$ cat src/core/port_pin_defs.vh
// Purpose: Register offsets, field positions and reset values for the port pin block
// Assumes: 32-bit APB, byte addresses, one aligned word per register
// Notes:   Direction bit 1 means input, 0 means output
`ifndef PORT_PIN_DEFS_VH
`define PORT_PIN_DEFS_VH

`define ADDR_W 8
`define OFS_P2_DATA 8'h00
`define OFS_P2_DIR 8'h04
`define OFS_P2_PU 8'h08
`define OFS_P2_ALT 8'h0c
`define OFS_P3_DATA 8'h10
`define OFS_P3_DIR 8'h14
`define OFS_P3_PU 8'h18
`define OFS_P3_ALT 8'h1c
`define OFS_P4_DATA 8'h20
`define OFS_P4_DIR 8'h24
`define OFS_P4_PU 8'h28
`define OFS_P4_ALT 8'h2c
`define OFS_P12_DATA 8'h30
`define OFS_P12_DIR 8'h34
`define OFS_P12_PU 8'h38
`define OFS_P12_ALT 8'h3c
`define OFS_P13_DATA 8'h40
`define OFS_EDGE_RISE 8'h44
`define OFS_EDGE_FALL 8'h48
`define OFS_IRQ_STATUS 8'h4c
`define OFS_IRQ_CLEAR 8'h50
`define OFS_IRQ_ENABLE 8'h54
`define OFS_TMR_MODE 8'h58

// Port widths
`define P2_W 4
`define P3_W 2
`define P4_W 6
`define P12_W 3
`define IRQ_W 4

// Reset values: all pins input, no pull-up, port mode
`define RST_P2_DIR 4'hf
`define RST_P3_DIR 2'h3
`define RST_P4_DIR 6'h3f
`define RST_P12_DIR 3'h7

// Field positions inside alternate-mode, pull-up and timer mode registers
`define P3_ALT_TCLK 0
`define P3_ALT_TOUT 1
`define P4_ALT_IRQD 1
`define P4_ALT_TOUT 2
`define P4_ALT_TX 3
`define P4_ALT_RX 4
`define P12_ALT_OSC 0
`define P12_PU_BIT 2
`define TMR_MODE_CLK 0

`endif

$ cat src/core/port_pin_control.v
// Purpose: Pin control for ports 2, 3, 4, 12 and 13 with per-bit alternate functions
// Assumes: APB slave, zero wait states, pins synchronous to pclk
// Notes:   Pin drive, enable and pull-up outputs are registered
//
// The APB interface to the registers and the register offsets were decided locally.
`include "port_pin_defs.vh"
`default_nettype none

module port_pin_control (
    input wire pclk, // APB clock, 100 MHz
    input wire presetn, // Async reset, active low
    input wire psel, // APB select
    input wire penable, // APB enable
    input wire pwrite, // APB direction
    input wire [31:0] paddr, // APB byte address
    input wire [31:0] pwdata, // APB write data
    output reg [31:0] prdata, // APB read data
    output wire pready, // APB ready
    output reg pslverr, // APB error on unmapped address
    output wire irq, // Level interrupt
    input wire [`P2_W-1:0] port2_in, // Port 2 pin levels
    output reg [`P2_W-1:0] port2_out, // Port 2 drive value
    output reg [`P2_W-1:0] port2_oe, // Port 2 drive enable
    output reg [`P2_W-1:0] port2_pullup_en, // Port 2 pull-up enable
    output reg [`P2_W-1:0] analog_channel_inputs, // Analog switch per channel
    input wire [`P3_W-1:0] port3_in, // Port 3 pin levels
    output reg [`P3_W-1:0] port3_out, // Port 3 drive value
    output reg [`P3_W-1:0] port3_oe, // Port 3 drive enable
    output reg [`P3_W-1:0] port3_pullup_en, // Port 3 pull-up enable
    input wire reset_shared_input_bit, // Input-only bit on reset pin
    input wire [`P4_W-1:0] port4_in, // Port 4 pin levels
    output reg [`P4_W-1:0] port4_out, // Port 4 drive value
    output reg [`P4_W-1:0] port4_oe, // Port 4 drive enable
    output reg [`P4_W-1:0] port4_pullup_en, // Port 4 pull-up enable
    input wire [`P12_W-1:0] port12_in, // Port 12 pin levels
    output reg [`P12_W-1:0] port12_out, // Port 12 drive value
    output reg [`P12_W-1:0] port12_oe, // Port 12 drive enable
    output reg pullup_capable_bit, // Pull-up enable of port 12 top bit
    output reg osc_in_pin, // Oscillator mode on first port 12 bit
    output reg osc_out_pin, // Oscillator mode on second port 12 bit
    output reg ext_clock, // External clock taken from first port 12 bit
    output reg output_only_bit, // Port 13 pin
    output reg [`IRQ_W-1:0] ext_irq_req, // One-cycle edge requests a..d
    input wire wide_timer_out, // 16-bit timer output
    input wire narrow_timer_out, // 8-bit timer output
    input wire serial_tx_data, // Serial transmit data
    output reg serial_rx_pin, // Serial receive data to the interface
    output reg timer_count_clock, // Count clock to the 16-bit timer
    output reg capture_reg_first_trig, // Capture trigger, first capture register
    output reg capture_reg_second_trig // Capture trigger, second capture register
);

    localparam [`P12_W-1:0] P12_PU_MASK = 3'h4;

    reg [`P2_W-1:0] port2_data;
    reg [`P2_W-1:0] port2_direction_reg;
    reg [`P2_W-1:0] port2_pullup_reg;
    reg [`P2_W-1:0] port2_alt;
    reg [`P3_W-1:0] port3_data;
    reg [`P3_W-1:0] port3_direction_reg;
    reg [`P3_W-1:0] port3_pullup_reg;
    reg [`P3_W-1:0] port3_alt;
    reg [`P4_W-1:0] port4_data;
    reg [`P4_W-1:0] port4_direction_reg;
    reg [`P4_W-1:0] port4_pullup_reg;
    reg [`P4_W-1:0] port4_alt;
    reg [`P12_W-1:0] port12_data;
    reg [`P12_W-1:0] port12_direction_reg;
    reg [`P12_W-1:0] port12_pullup_reg;
    reg [`P12_W-1:0] port12_alt;
    reg port13_data;
    reg [`IRQ_W-1:0] edge_rise;
    reg [`IRQ_W-1:0] edge_fall;
    reg [`IRQ_W-1:0] irq_status;
    reg [`IRQ_W-1:0] irq_enable;
    // Read values of the data registers, padded to one byte
    wire [7:0] p2_rd;
    wire [7:0] p3_rd;
    wire [7:0] p4_rd;
    wire [7:0] p12_rd;
    reg [`IRQ_W-1:0] irq_prev;
    reg timer_mode;
    wire [`IRQ_W-1:0] irq_now;
    wire [`IRQ_W-1:0] irq_hit;
    wire wr_en;
    wire rd_setup;
    reg [`IRQ_W-1:0] clear_mask;
    reg [31:0] next_prdata;
    reg next_slverr;
    reg [`P2_W-1:0] next_p2_oe;
    reg [`P3_W-1:0] next_p3_out, next_p3_oe;
    reg [`P4_W-1:0] next_p4_out, next_p4_oe;
    reg [`P12_W-1:0] next_p12_oe;

    // Read value of a port: pin level on input bits, latch on output bits
    function [7:0] port_read;
        input [7:0] latch;
        input [7:0] pin;
        input [7:0] dir;
        begin
            port_read = (latch & ~dir) | (pin & dir);
        end
    endfunction

    // Edge match under the selected valid edges
    function edge_match;
        input prev;
        input cur;
        input rise;
        input fall;
        begin
            edge_match = (rise & ~prev & cur) | (fall & prev & ~cur);
        end
    endfunction

    function mapped;
        input [`ADDR_W-1:0] a;
        begin
            mapped = (a[1:0] == 2'h0) && (a <= `OFS_TMR_MODE);
        end
    endfunction

    assign pready = 1'b1;
    assign wr_en = psel && penable && pwrite && mapped(paddr[`ADDR_W-1:0]) && (paddr[31:`ADDR_W] == 24'h0);
    assign rd_setup = psel && !penable;

    // Alternate port 2 bits read back their latch
    assign p2_rd = port_read({4'h0, port2_data}, {4'h0, port2_in}, {4'h0, port2_direction_reg & ~port2_alt});
    assign p3_rd = port_read({6'h0, port3_data}, {6'h0, port3_in}, {6'h0, port3_direction_reg});
    assign p4_rd = port_read({2'h0, port4_data}, {2'h0, port4_in}, {2'h0, port4_direction_reg});
    assign p12_rd = port_read({5'h0, port12_data}, {5'h0, port12_in}, {5'h0, port12_direction_reg});

    // interrupt sources: a on port3 bit0, b on port4 bit3, c on port3 bit1, d on port4 bit1
    assign irq_now = {port4_in[`P4_ALT_IRQD], port3_in[1], port4_in[`P4_ALT_TX], port3_in[0]};

    genvar g;
    generate
        for (g = 0; g < `IRQ_W; g = g + 1) begin : gen_edge
            assign irq_hit[g] = edge_match(irq_prev[g], irq_now[g], edge_rise[g], edge_fall[g]);
        end
    endgenerate

    assign irq = |(irq_status & irq_enable);

    // Register read data prepared in the setup cycle
    always @* begin
        next_prdata = 32'h0;
        next_slverr = 1'b0;
        case (paddr[`ADDR_W-1:0])
            `OFS_P2_DATA: next_prdata[`P2_W-1:0] = p2_rd[`P2_W-1:0];
            `OFS_P2_DIR: next_prdata[`P2_W-1:0] = port2_direction_reg;
            `OFS_P2_PU: next_prdata[`P2_W-1:0] = port2_pullup_reg;
            `OFS_P2_ALT: next_prdata[`P2_W-1:0] = port2_alt;
            // input-only bit readable at bit 2
            `OFS_P3_DATA: next_prdata[2:0] = {reset_shared_input_bit, p3_rd[`P3_W-1:0]};
            `OFS_P3_DIR: next_prdata[`P3_W-1:0] = port3_direction_reg;
            `OFS_P3_PU: next_prdata[`P3_W-1:0] = port3_pullup_reg;
            `OFS_P3_ALT: next_prdata[`P3_W-1:0] = port3_alt;
            `OFS_P4_DATA: next_prdata[`P4_W-1:0] = p4_rd[`P4_W-1:0];
            `OFS_P4_DIR: next_prdata[`P4_W-1:0] = port4_direction_reg;
            `OFS_P4_PU: next_prdata[`P4_W-1:0] = port4_pullup_reg;
            `OFS_P4_ALT: next_prdata[`P4_W-1:0] = port4_alt;
            `OFS_P12_DATA: next_prdata[`P12_W-1:0] = p12_rd[`P12_W-1:0];
            `OFS_P12_DIR: next_prdata[`P12_W-1:0] = port12_direction_reg;
            `OFS_P12_PU: next_prdata[`P12_W-1:0] = port12_pullup_reg;
            `OFS_P12_ALT: next_prdata[1:0] = port12_alt[1:0];
            `OFS_P13_DATA: next_prdata[0] = port13_data;
            `OFS_EDGE_RISE: next_prdata[`IRQ_W-1:0] = edge_rise;
            `OFS_EDGE_FALL: next_prdata[`IRQ_W-1:0] = edge_fall;
            `OFS_IRQ_STATUS: next_prdata[`IRQ_W-1:0] = irq_status;
            `OFS_IRQ_CLEAR: next_prdata = 32'h0;
            `OFS_IRQ_ENABLE: next_prdata[`IRQ_W-1:0] = irq_enable;
            `OFS_TMR_MODE: next_prdata[0] = timer_mode;
            default: next_slverr = 1'b1;
        endcase
        if (paddr[31:`ADDR_W] != 24'h0) begin
            next_prdata = 32'h0;
            next_slverr = 1'b1;
        end
    end

    // APB read data and error
    always @(posedge pclk or negedge presetn) begin
        if (!presetn) begin
            prdata <= 32'h0;
            pslverr <= 1'b0;
        end else if (rd_setup) begin
            prdata <= pwrite ? 32'h0 : next_prdata;
            pslverr <= next_slverr;
        end
    end

    // async active-low reset of all settings
    always @(posedge pclk or negedge presetn) begin
        if (!presetn) begin
            port2_data <= 4'h0;
            port3_data <= 2'h0;
            port4_data <= 6'h0;
            port12_data <= 3'h0;
            port13_data <= 1'b0;
            port2_direction_reg <= `RST_P2_DIR;
            port3_direction_reg <= `RST_P3_DIR;
            port4_direction_reg <= `RST_P4_DIR;
            port12_direction_reg <= `RST_P12_DIR;
            port2_pullup_reg <= 4'h0;
            port3_pullup_reg <= 2'h0;
            port4_pullup_reg <= 6'h0;
            port12_pullup_reg <= 3'h0;
            port2_alt <= 4'h0;
            port3_alt <= 2'h0;
            port4_alt <= 6'h0;
            port12_alt <= 3'h0;
            edge_rise <= 4'h0;
            edge_fall <= 4'h0;
            irq_enable <= 4'h0;
            timer_mode <= 1'b0;
        end else if (wr_en) begin
            case (paddr[`ADDR_W-1:0])
                `OFS_P2_DATA: port2_data <= pwdata[`P2_W-1:0];
                `OFS_P2_DIR: port2_direction_reg <= pwdata[`P2_W-1:0];
                `OFS_P2_PU: port2_pullup_reg <= pwdata[`P2_W-1:0];
                `OFS_P2_ALT: port2_alt <= pwdata[`P2_W-1:0];
                `OFS_P3_DATA: port3_data <= pwdata[`P3_W-1:0];
                `OFS_P3_DIR: port3_direction_reg <= pwdata[`P3_W-1:0];
                `OFS_P3_PU: port3_pullup_reg <= pwdata[`P3_W-1:0];
                `OFS_P3_ALT: port3_alt <= pwdata[`P3_W-1:0];
                `OFS_P4_DATA: port4_data <= pwdata[`P4_W-1:0];
                `OFS_P4_DIR: port4_direction_reg <= pwdata[`P4_W-1:0];
                `OFS_P4_PU: port4_pullup_reg <= pwdata[`P4_W-1:0];
                `OFS_P4_ALT: port4_alt <= pwdata[`P4_W-1:0];
                `OFS_P12_DATA: port12_data <= pwdata[`P12_W-1:0];
                `OFS_P12_DIR: port12_direction_reg <= pwdata[`P12_W-1:0];
                // only the top bit holds a pull-up
                `OFS_P12_PU: port12_pullup_reg <= pwdata[`P12_W-1:0] & P12_PU_MASK;
                `OFS_P12_ALT: port12_alt <= {1'b0, pwdata[1:0]};
                `OFS_P13_DATA: port13_data <= pwdata[0];
                `OFS_EDGE_RISE: edge_rise <= pwdata[`IRQ_W-1:0];
                `OFS_EDGE_FALL: edge_fall <= pwdata[`IRQ_W-1:0];
                `OFS_IRQ_ENABLE: irq_enable <= pwdata[`IRQ_W-1:0];
                `OFS_TMR_MODE: timer_mode <= pwdata[`TMR_MODE_CLK];
                default: timer_mode <= timer_mode;
            endcase
        end
    end

    always @* begin
        clear_mask = 4'h0;
        if (wr_en && paddr[`ADDR_W-1:0] == `OFS_IRQ_CLEAR) begin
            clear_mask = pwdata[`IRQ_W-1:0];
        end
    end

    // sticky status, a new edge wins over a clear in the same cycle
    always @(posedge pclk or negedge presetn) begin
        if (!presetn) begin
            irq_prev <= 4'h0;
            irq_status <= 4'h0;
            ext_irq_req <= 4'h0;
        end else begin
            irq_prev <= irq_now;
            irq_status <= (irq_status & ~clear_mask) | irq_hit;
            ext_irq_req <= irq_hit;
        end
    end

    // Pin drive selection for the next cycle
    always @* begin
        // analog mode releases the digital driver
        next_p2_oe = ~port2_direction_reg & ~port2_alt;
        // port 3 driven per direction bit
        next_p3_out = port3_data;
        next_p3_oe = ~port3_direction_reg;
        // wide timer output replaces the latch on port 3 bit1
        if (port3_alt[`P3_ALT_TOUT]) begin
            next_p3_out[1] = wide_timer_out;
        end
        // port 4 driven per direction bit
        next_p4_out = port4_data;
        next_p4_oe = ~port4_direction_reg;
        // narrow timer output on port 4 bit2
        if (port4_alt[`P4_ALT_TOUT]) begin
            next_p4_out[`P4_ALT_TOUT] = narrow_timer_out;
        end
        // transmit data, still gated by the direction bit
        if (port4_alt[`P4_ALT_TX]) begin
            next_p4_out[`P4_ALT_TX] = serial_tx_data;
        end
        // receive pin never driven in alternate mode
        if (port4_alt[`P4_ALT_RX]) begin
            next_p4_oe[`P4_ALT_RX] = 1'b0;
        end
        next_p12_oe = ~port12_direction_reg & ~{1'b0, port12_alt[1:0]};
    end

    always @(posedge pclk or negedge presetn) begin
        if (!presetn) begin
            port2_out <= 4'h0;
            port2_oe <= 4'h0;
            port2_pullup_en <= 4'h0;
            analog_channel_inputs <= 4'h0;
            port3_out <= 2'h0;
            port3_oe <= 2'h0;
            port3_pullup_en <= 2'h0;
            port4_out <= 6'h0;
            port4_oe <= 6'h0;
            port4_pullup_en <= 6'h0;
            port12_out <= 3'h0;
            port12_oe <= 3'h0;
            pullup_capable_bit <= 1'b0;
            osc_in_pin <= 1'b0;
            osc_out_pin <= 1'b0;
            ext_clock <= 1'b0;
            output_only_bit <= 1'b0;
            serial_rx_pin <= 1'b1;
            timer_count_clock <= 1'b0;
            capture_reg_first_trig <= 1'b0;
            capture_reg_second_trig <= 1'b0;
        end else begin
            port2_out <= port2_data;
            port2_oe <= next_p2_oe;
            // pull-up per register bit, only on digital pins
            port2_pullup_en <= port2_pullup_reg & port2_direction_reg & ~port2_alt;
            analog_channel_inputs <= port2_alt;
            port3_out <= next_p3_out;
            port3_oe <= next_p3_oe;
            port3_pullup_en <= port3_pullup_reg & port3_direction_reg;
            port4_out <= next_p4_out;
            port4_oe <= next_p4_oe;
            port4_pullup_en <= port4_pullup_reg & port4_direction_reg;
            port12_out <= port12_data;
            port12_oe <= next_p12_oe;
            // single pull-up on the top bit
            pullup_capable_bit <= port12_pullup_reg[`P12_PU_BIT] & port12_direction_reg[`P12_PU_BIT];
            osc_in_pin <= port12_alt[0];
            osc_out_pin <= port12_alt[1];
            ext_clock <= port12_alt[0] & port12_in[0];
            output_only_bit <= port13_data;
            serial_rx_pin <= port4_alt[`P4_ALT_RX] ? port4_in[`P4_ALT_RX] : 1'b1;
            // count clock or capture on both registers
            timer_count_clock <= port3_alt[`P3_ALT_TCLK] & timer_mode & port3_in[0];
            // second timer pin triggers first capture only
            capture_reg_first_trig <= (port3_alt[`P3_ALT_TCLK] & ~timer_mode & port3_in[0])
                | (port3_alt[`P3_ALT_TOUT] & port3_direction_reg[1] & port3_in[1]);
            capture_reg_second_trig <= port3_alt[`P3_ALT_TCLK] & ~timer_mode & port3_in[0];
        end
    end

endmodule // port_pin_control

`default_nettype wire

$ cat config.mk
export PLATFORM = sky130hd
export DESIGN_NAME = port_pin_control
export DESIGN_NICKNAME = d
export VERILOG_FILES = /design/src/core/port_pin_control.v
export VERILOG_INCLUDE_DIRS = /design/src /design/src/core
export SDC_FILE = /design/constraint.sdc
export NUM_CORES = 1
export LEC_CHECK = 0
export BUFFER_PORTS_ARGS = -buffer_cell sky130_fd_sc_hd__buf_2
export CORE_UTILIZATION = 47
export CTS_BUF_LIST = sky130_fd_sc_hd__clkbuf_4 sky130_fd_sc_hd__clkbuf_8 sky130_fd_sc_hd__clkbuf_16
export DETAILED_ROUTE_END_ITERATION = 6
export GPL_ROUTABILITY_DRIVEN = 0
export PLACE_DENSITY = 0.82
export SYNTH_ARGS = -nofsm -noshare
export SYNTH_HDL_FRONTEND = slang
export SYNTH_SLANG_ARGS = --single-unit
$ cat constraint.sdc
create_clock -name pclk -period 1.65 [get_ports pclk]
set_input_delay 0.0825 -clock pclk [delete_from_list [all_inputs] [get_ports pclk]]
set_output_delay 0.0825 -clock pclk [all_outputs]
set_load 0.01 [all_outputs]
## Word-level counts from Yosys, hierarchy flattened

Index checks and enable logic that the tools add are counted.

| storage, ports and cells | value |
|---|---|
| flip-flop bits (word level) | 171 |
| bits of input ports | 88 |
| output and inout port bits | 94 |
| word-level logic and storage cells | 191 |

| operators by class | value |
|---|---|
| order comparisons | 1 |
| equal/unequal tests | 22 |
| mux-type cells | 15 |
| bitwise operators | 71 |
| reductions and logical operators | 35 |

Operators by type and width:

| operator | count |
|---|---|
| $eq 8x6->1 const B | 8 |
| $eq 8x7->1 const B | 7 |
| $reduce_and 2->1 | 21 |
| $and 4x4->4 | 8 |
| $eq 8x5->1 const B | 4 |
| $mux 32 | 1 |
| $and 1x1->1 | 24 |
| $logic_not 24->1 | 1 |
| $reduce_bool 24->1 | 1 |
| $reduce_or 23->1 | 1 |
| $pmux 1 s21 | 1 |
| $pmux 1 s19 | 1 |
| $and 6x6->6 | 3 |
| $eq 8x4->1 const B | 2 |
| $not 4->4 | 4 |
| $pmux 1 s16 | 1 |
| $not 6->6 | 2 |
| $pmux 1 s12 | 1 |
| $and 3x3->3 | 3 |
| $not 1->1 | 9 |
| $eq 8x3->1 const B | 1 |
| $le 8x7->1 const B | 1 |
| $logic_not 8->1 | 1 |
| $or 4x4->4 | 2 |
| other kinds (16) | 36 |

## Longest topological paths before layout

| depth | value |
|---|---|
| depth after elaboration | 9 |
| depth in mapped cells | 8 |

## Least setup slack after synthesis

No wires, ideal clock.

| timing | value |
|---|---|
| path kind | input to register |
| start | input port paddr[4] |
| end | register edge_fall[0] |
| library setup time | 0.125 ns |
| data arrival time | 1.788 ns |
| data required time | 1.525 ns |
| setup slack | -0.263 ns |
| cell stages on the path | 5 |
| cell sequence | clkbuf_1 -> clkbuf_1 -> nor4b_1 -> nand3_1 -> mux2_2 |

| on the way | value |
|---|---|
| word-level cells in the longest chain between the ends | 5 |
| elaborated cells on any way between the ends | 6 |
| those cells by class | order compare: 1; eq/ne: 1; reduce/logical: 4 |

RTL lines:

| item | RTL line | source |
|---|---|---|
| start: declaration | port_pin_control.v:15 | `input wire [31:0] paddr,` |
| $le 8x7->1 (no line) | n/a |  |
| $logic_and 1x1->1 | port_pin_control.v:119 | `` mapped = (a[1:0] == 2'h0) && (a <= `OFS_TMR_MODE); `` |
| $logic_and 1x1->1 (2 in a row) | port_pin_control.v:124 | `` assign wr_en = psel && penable && pwrite && mapped(paddr[`ADDR_W-1:0]) && (paddr[31:`ADDR_W] == 24'h0); `` |
| $reduce_and 2->1 (no line) * | n/a |  |
| end signal: assignment | port_pin_control.v:238 | `` `OFS_EDGE_FALL: edge_fall <= pwdata[`IRQ_W-1:0]; `` |
| end: declaration | port_pin_control.v:73 | `` reg [`IRQ_W-1:0] edge_fall; `` |

Mark *: on every way between the ends. The rest lies on a longest branch, timed or not.
A chain may end at the register's enable or synchronous reset.

## Worst setup path after layout

| timing | value |
|---|---|
| start | register port4_direction_reg[1] |
| end | register prdata[1] |

| on the way | value |
|---|---|
| word-level cells in the longest chain between the ends | 6 |
| elaborated cells on any way between the ends | 7 |
| those cells by class | mux: 3; bitwise: 4 |

RTL lines:

| item | RTL line | source |
|---|---|---|
| start: declaration | port_pin_control.v:64 | `` reg [`P4_W-1:0] port4_direction_reg; `` |
| start signal: assignment | port_pin_control.v:203 | `` port4_direction_reg <= `RST_P4_DIR; `` |
| start signal: assignment | port_pin_control.v:228 | `` `OFS_P4_DIR: port4_direction_reg <= pwdata[`P4_W-1:0]; `` |
| $not 6->6 | port_pin_control.v:101 | `port_read = (latch & ~dir) \| (pin & dir);` |
| $and 6x6->6 | port_pin_control.v:101 |  |
| $or 6x6->6 | port_pin_control.v:101 |  |
| $pmux 1 s19 * | port_pin_control.v:149 | `` case (paddr[`ADDR_W-1:0]) `` |
| $mux 6 * | port_pin_control.v:176 | `` if (paddr[31:`ADDR_W] != 24'h0) begin `` |
| $mux 32 * | port_pin_control.v:188 | `prdata <= pwrite ? 32'h0 : next_prdata;` |
| end signal: assignment | port_pin_control.v:188 |  |
| end: declaration | port_pin_control.v:17 | `output reg [31:0] prdata,` |

Marks and branches as above.

==> out/results.tsv <==
stage	metric	value	unit
worst_setup_path	slowest_delay	0.56	ns
worst_setup_path	crit_chain	mux2_2, a22oi_2, o22ai_1, a211oi_2, a41oi_2	
worst_setup_path	rr_worst_depth	5	
worst_setup_path	crit_family	compound AO/OA/AOI/OAI gates	
placement	place_hpwl	13.61	mm
worst_setup_path	cp_num_buf_inv	0	
worst_setup_path	cpMaxStageDelayCell	dfstp_2	
placement	io_buffers	128	
hold_path	hold_depth	3	
cells_and_area	final_area	8686	µm²
route	remaining_drc_errors	0	
sta	period_minus_slack	1.721	ns
placement	placed_cells	889	
sta	relSlewSlack	62.84	%
route	first_pass_iters	6	
clock_network	root_buffer	clkbuf_16	
route	drt.antenna.violating_nets	0	
floorplanning	placementRows	42	
run_status	status	finished, violations left	
hold_path	hp-class	input port to flip-flop	
sta	hold_violations	0	
worst_setup_path	critical_path_required	1.93	ns
global_routing	grt_overflow	0	
power	ir_drop	0.0006431	V
sta	setup_violations	2	
placement	place_area	7873	µm²
job	max_cap_viol_count	0	
logic_synthesis	synth_area	6507	µm²
cells_and_area	instances_no_fill	936	
global_routing	antenna_found_initial	0	
hold_path	hold_start	reset_shared_input_bit	
sta	finalWorstSetupSlack	-0.07091	ns
worst_setup_path	r2r_end	prdata[1]	
worst_setup_path	r2r_start	port4_direction_reg[1]	
clock_network	worstSkewPairLatency	0.42	ns
logic_synthesis	yosys_warnings	0	
floorplanning	die_h	119.7	µm
worst_setup_path	worstPathArrival	2.01	ns
cells_and_area	drive_above_1_share	47.63	%
route	num_vias	5548	
clock_network	htree_levels	4	
worst_setup_path	startpoint_type	flip-flop	
hold_path	whs_endpoint	prdata[2]	
clock_network	cts_buffers	17	
floorplanning	start_util	48.75	%
clock_network	cts_tree	done	
floorplanning	dieArea	14320	µm²
floorplanning	core_area	13350	µm²
cells_and_area	finish.utilization	65.07	%
worst_setup_path	crit_path_end_kind	flip-flop	
cells_and_area	syn_to_final_growth	33.47	%
logic_synthesis	syn_inst	551	
worst_setup_path	reg2reg_slack	-0.07	ns
global_routing	grt_use_total	28.21	%
floorplanning	ios	182	
power	cellLeakagePower	4.139	nW
clock_network	cts.sinks	145	
route	drt_iter0_markers	574	
logic_synthesis	synth.distinct_cells	51	
logic_synthesis	synthFlopType	dfrtp_1	
global_routing	grt_pass1_wl	30.40	mm
cells_and_area	antennaDiodeCount	0	
sta	period_share	104.3	%
sta	slew_violations	0	
global_routing	grt_pass1_vias	5596	
route	vias_per_cell	5.927	
worst_setup_path	path_class	flip-flop to flip-flop	
floorplanning	die_width	119.7	µm
route	wl	19.67	mm
clock_network	clk_path_buf_depth	2	
sta	tightest_slew	0.5533	ns
sta	hold_ws	0.1043	ns
worst_setup_path	startpoint	port4_direction_reg[1]	
sta	fmax	0.5811	GHz
global_routing	grt_max_degree	46	
worst_setup_path	critical_path.max_fanout	3	
clock_network	clk_pin_slew_worst_paths	0.07	ns
logic_synthesis	ys_ff_latch	145	
logic_synthesis	async_flop_share	100.0	%
cells_and_area	layout.nets	835	
logic_synthesis	syn_avg_cell_area	11.81	µm²
sta	skew	0.009179	ns
run_status	violations	negative setup slack	
cells_and_area	fill_cells	978	
logic_synthesis	synth-edff-count	0	
route	wire_per_inst	21.01	µm
sta	grt_setup_unrepaired	true	
power	power_density	916.0	nW/µm²
logic_synthesis	synth-seq-area-share	56.07	%
## cell usage after synthesis (5+ instances only)
library cell  number  area (µm²)
nand3_1           36       180.2
nand2_1           27       101.4
nor2_1            17       63.81
mux2_2            82       923.4
nor2b_1            7       43.79
nand3b_1          10       75.07
a21o_1             5       37.54
mux2i_1            5       50.05
dfstp_2           16       420.4
clkbuf_1          26       97.59
and3_1             5       31.28
o21ai_0           21       105.1
nand4_1            6       37.54
a22oi_1           14       105.1
and2_1            12       75.07
dfrtp_1          129        3228
a21oi_1           12       60.06
nor3_1             7       35.03
nor4_1             8       50.05
inv_1             13       48.80
buf_4             27       202.7
a31oi_1            5       31.28
## layout make-up
type	instances	area (µm²)	area share, %
inverters	13	48.80	0.5618
clock inverters	14	155.1	1.786
well taps	176	220.2	2.535
clock buffers	18	432.9	4.984
flip-flops and latches	145	3649	42.01
repair buffers	212	1383	15.92
multi-input cells	358	2798	32.21
## how the worst max path moves through the flow
| stage | cells after the start | slack, ns | endpoint |
|---|---|---|---|
| 4_1_cts | 5 | -0.09 | prdata[0] |
| 6_report | 5 | -0.07 | prdata[1] |
| 2_1_floorplan | 6 | -0.06 | port3_pullup_reg[0] |
| 5_1_grt | 5 | -0.14 | prdata[0] |
| 3_5_place_dp | 8 | -0.35 | irq_enable[3] |
| 3_3_place_gp | 8 | -0.28 | irq_enable[1] |
## per-layer routing
layer	vias up	track usage [%]	share of wire [%]
li1	2345	-	-
met1	2723	34.59	38
met2	378	44.94	48
met3	102	6.844	8.5
met4	0	17.27	5.3
met5	-	0.7353	0
## cells in the final DEF, fill, tap and decap left out, types with 6 or more instances in the layout
cell           netlist  routed
dlygate4sd3_1        0      12
o21ai_0             21      20
buf_2                4     127
mux2_2              82      80
dfrtp_1            129     129
a21oi_1             12      12
nand3_1             36      29
buf_12               0       6
nor3_1               7       7
nor2_1              17      17
inv_1               13      13
nand2_1             27      27
nand4_1              6       6
nor2b_1              7       7
conb_1               2      27
and2_1              12      12
nand3b_1            10      10
dfstp_2             16      16
nand3_2              0       6
clkbuf_16            0      17
buf_4               27      66
a22oi_1             14      12
## power by group
part	switching (mW)	internal [mW]
Clock	1.56	2.26
Sequential	0.00944	3.57
Combinational	0.346	0.203
## worst reg2reg max path, stage by stage (launching register included)
cell and delay, ns:
dfstp_2 0.56, mux2_2 0.35, a22oi_2 0.18, o22ai_1 0.13
a211oi_2 0.22, a41oi_2 0.15
## what timing repair did
action,CTS,global route
gates resized for setup,8,9
endpoints found under the hold margin,151,0
setup endpoints to repair,2,25
hold buffers,12,0
setup buffers,1,2
pin swaps,5,9
## kinds of logic (layout without fill, tap and decap cells)
group / count (synthesis) / after routing / share of synthesized area, %
DFF: 145 / 145 / 56.07
buffers and inverters: 73 / 257 / 5.845
other: 2 / 27 / 0.1154
AOI/OAI and AO/OA: 91 / 91 / 9.556
muxes: 87 / 87 / 14.96
and+or+nand+nor: 153 / 153 / 13.46
## stage by stage
step	setup WS [ns]	TNS, ns	total power, mW
floorplan	-0.05774	-2.033	3.871
global placement	-0.2798	-17.09	4.124
detailed placement	-0.3489	-20.98	4.140
CTS	-0.08849	-0.09213	7.968
global route	-0.1432	-0.2464	8.186
finish	-0.07091	-0.1376	7.957
No activity file was read; power rests on OpenSTA's default activity.
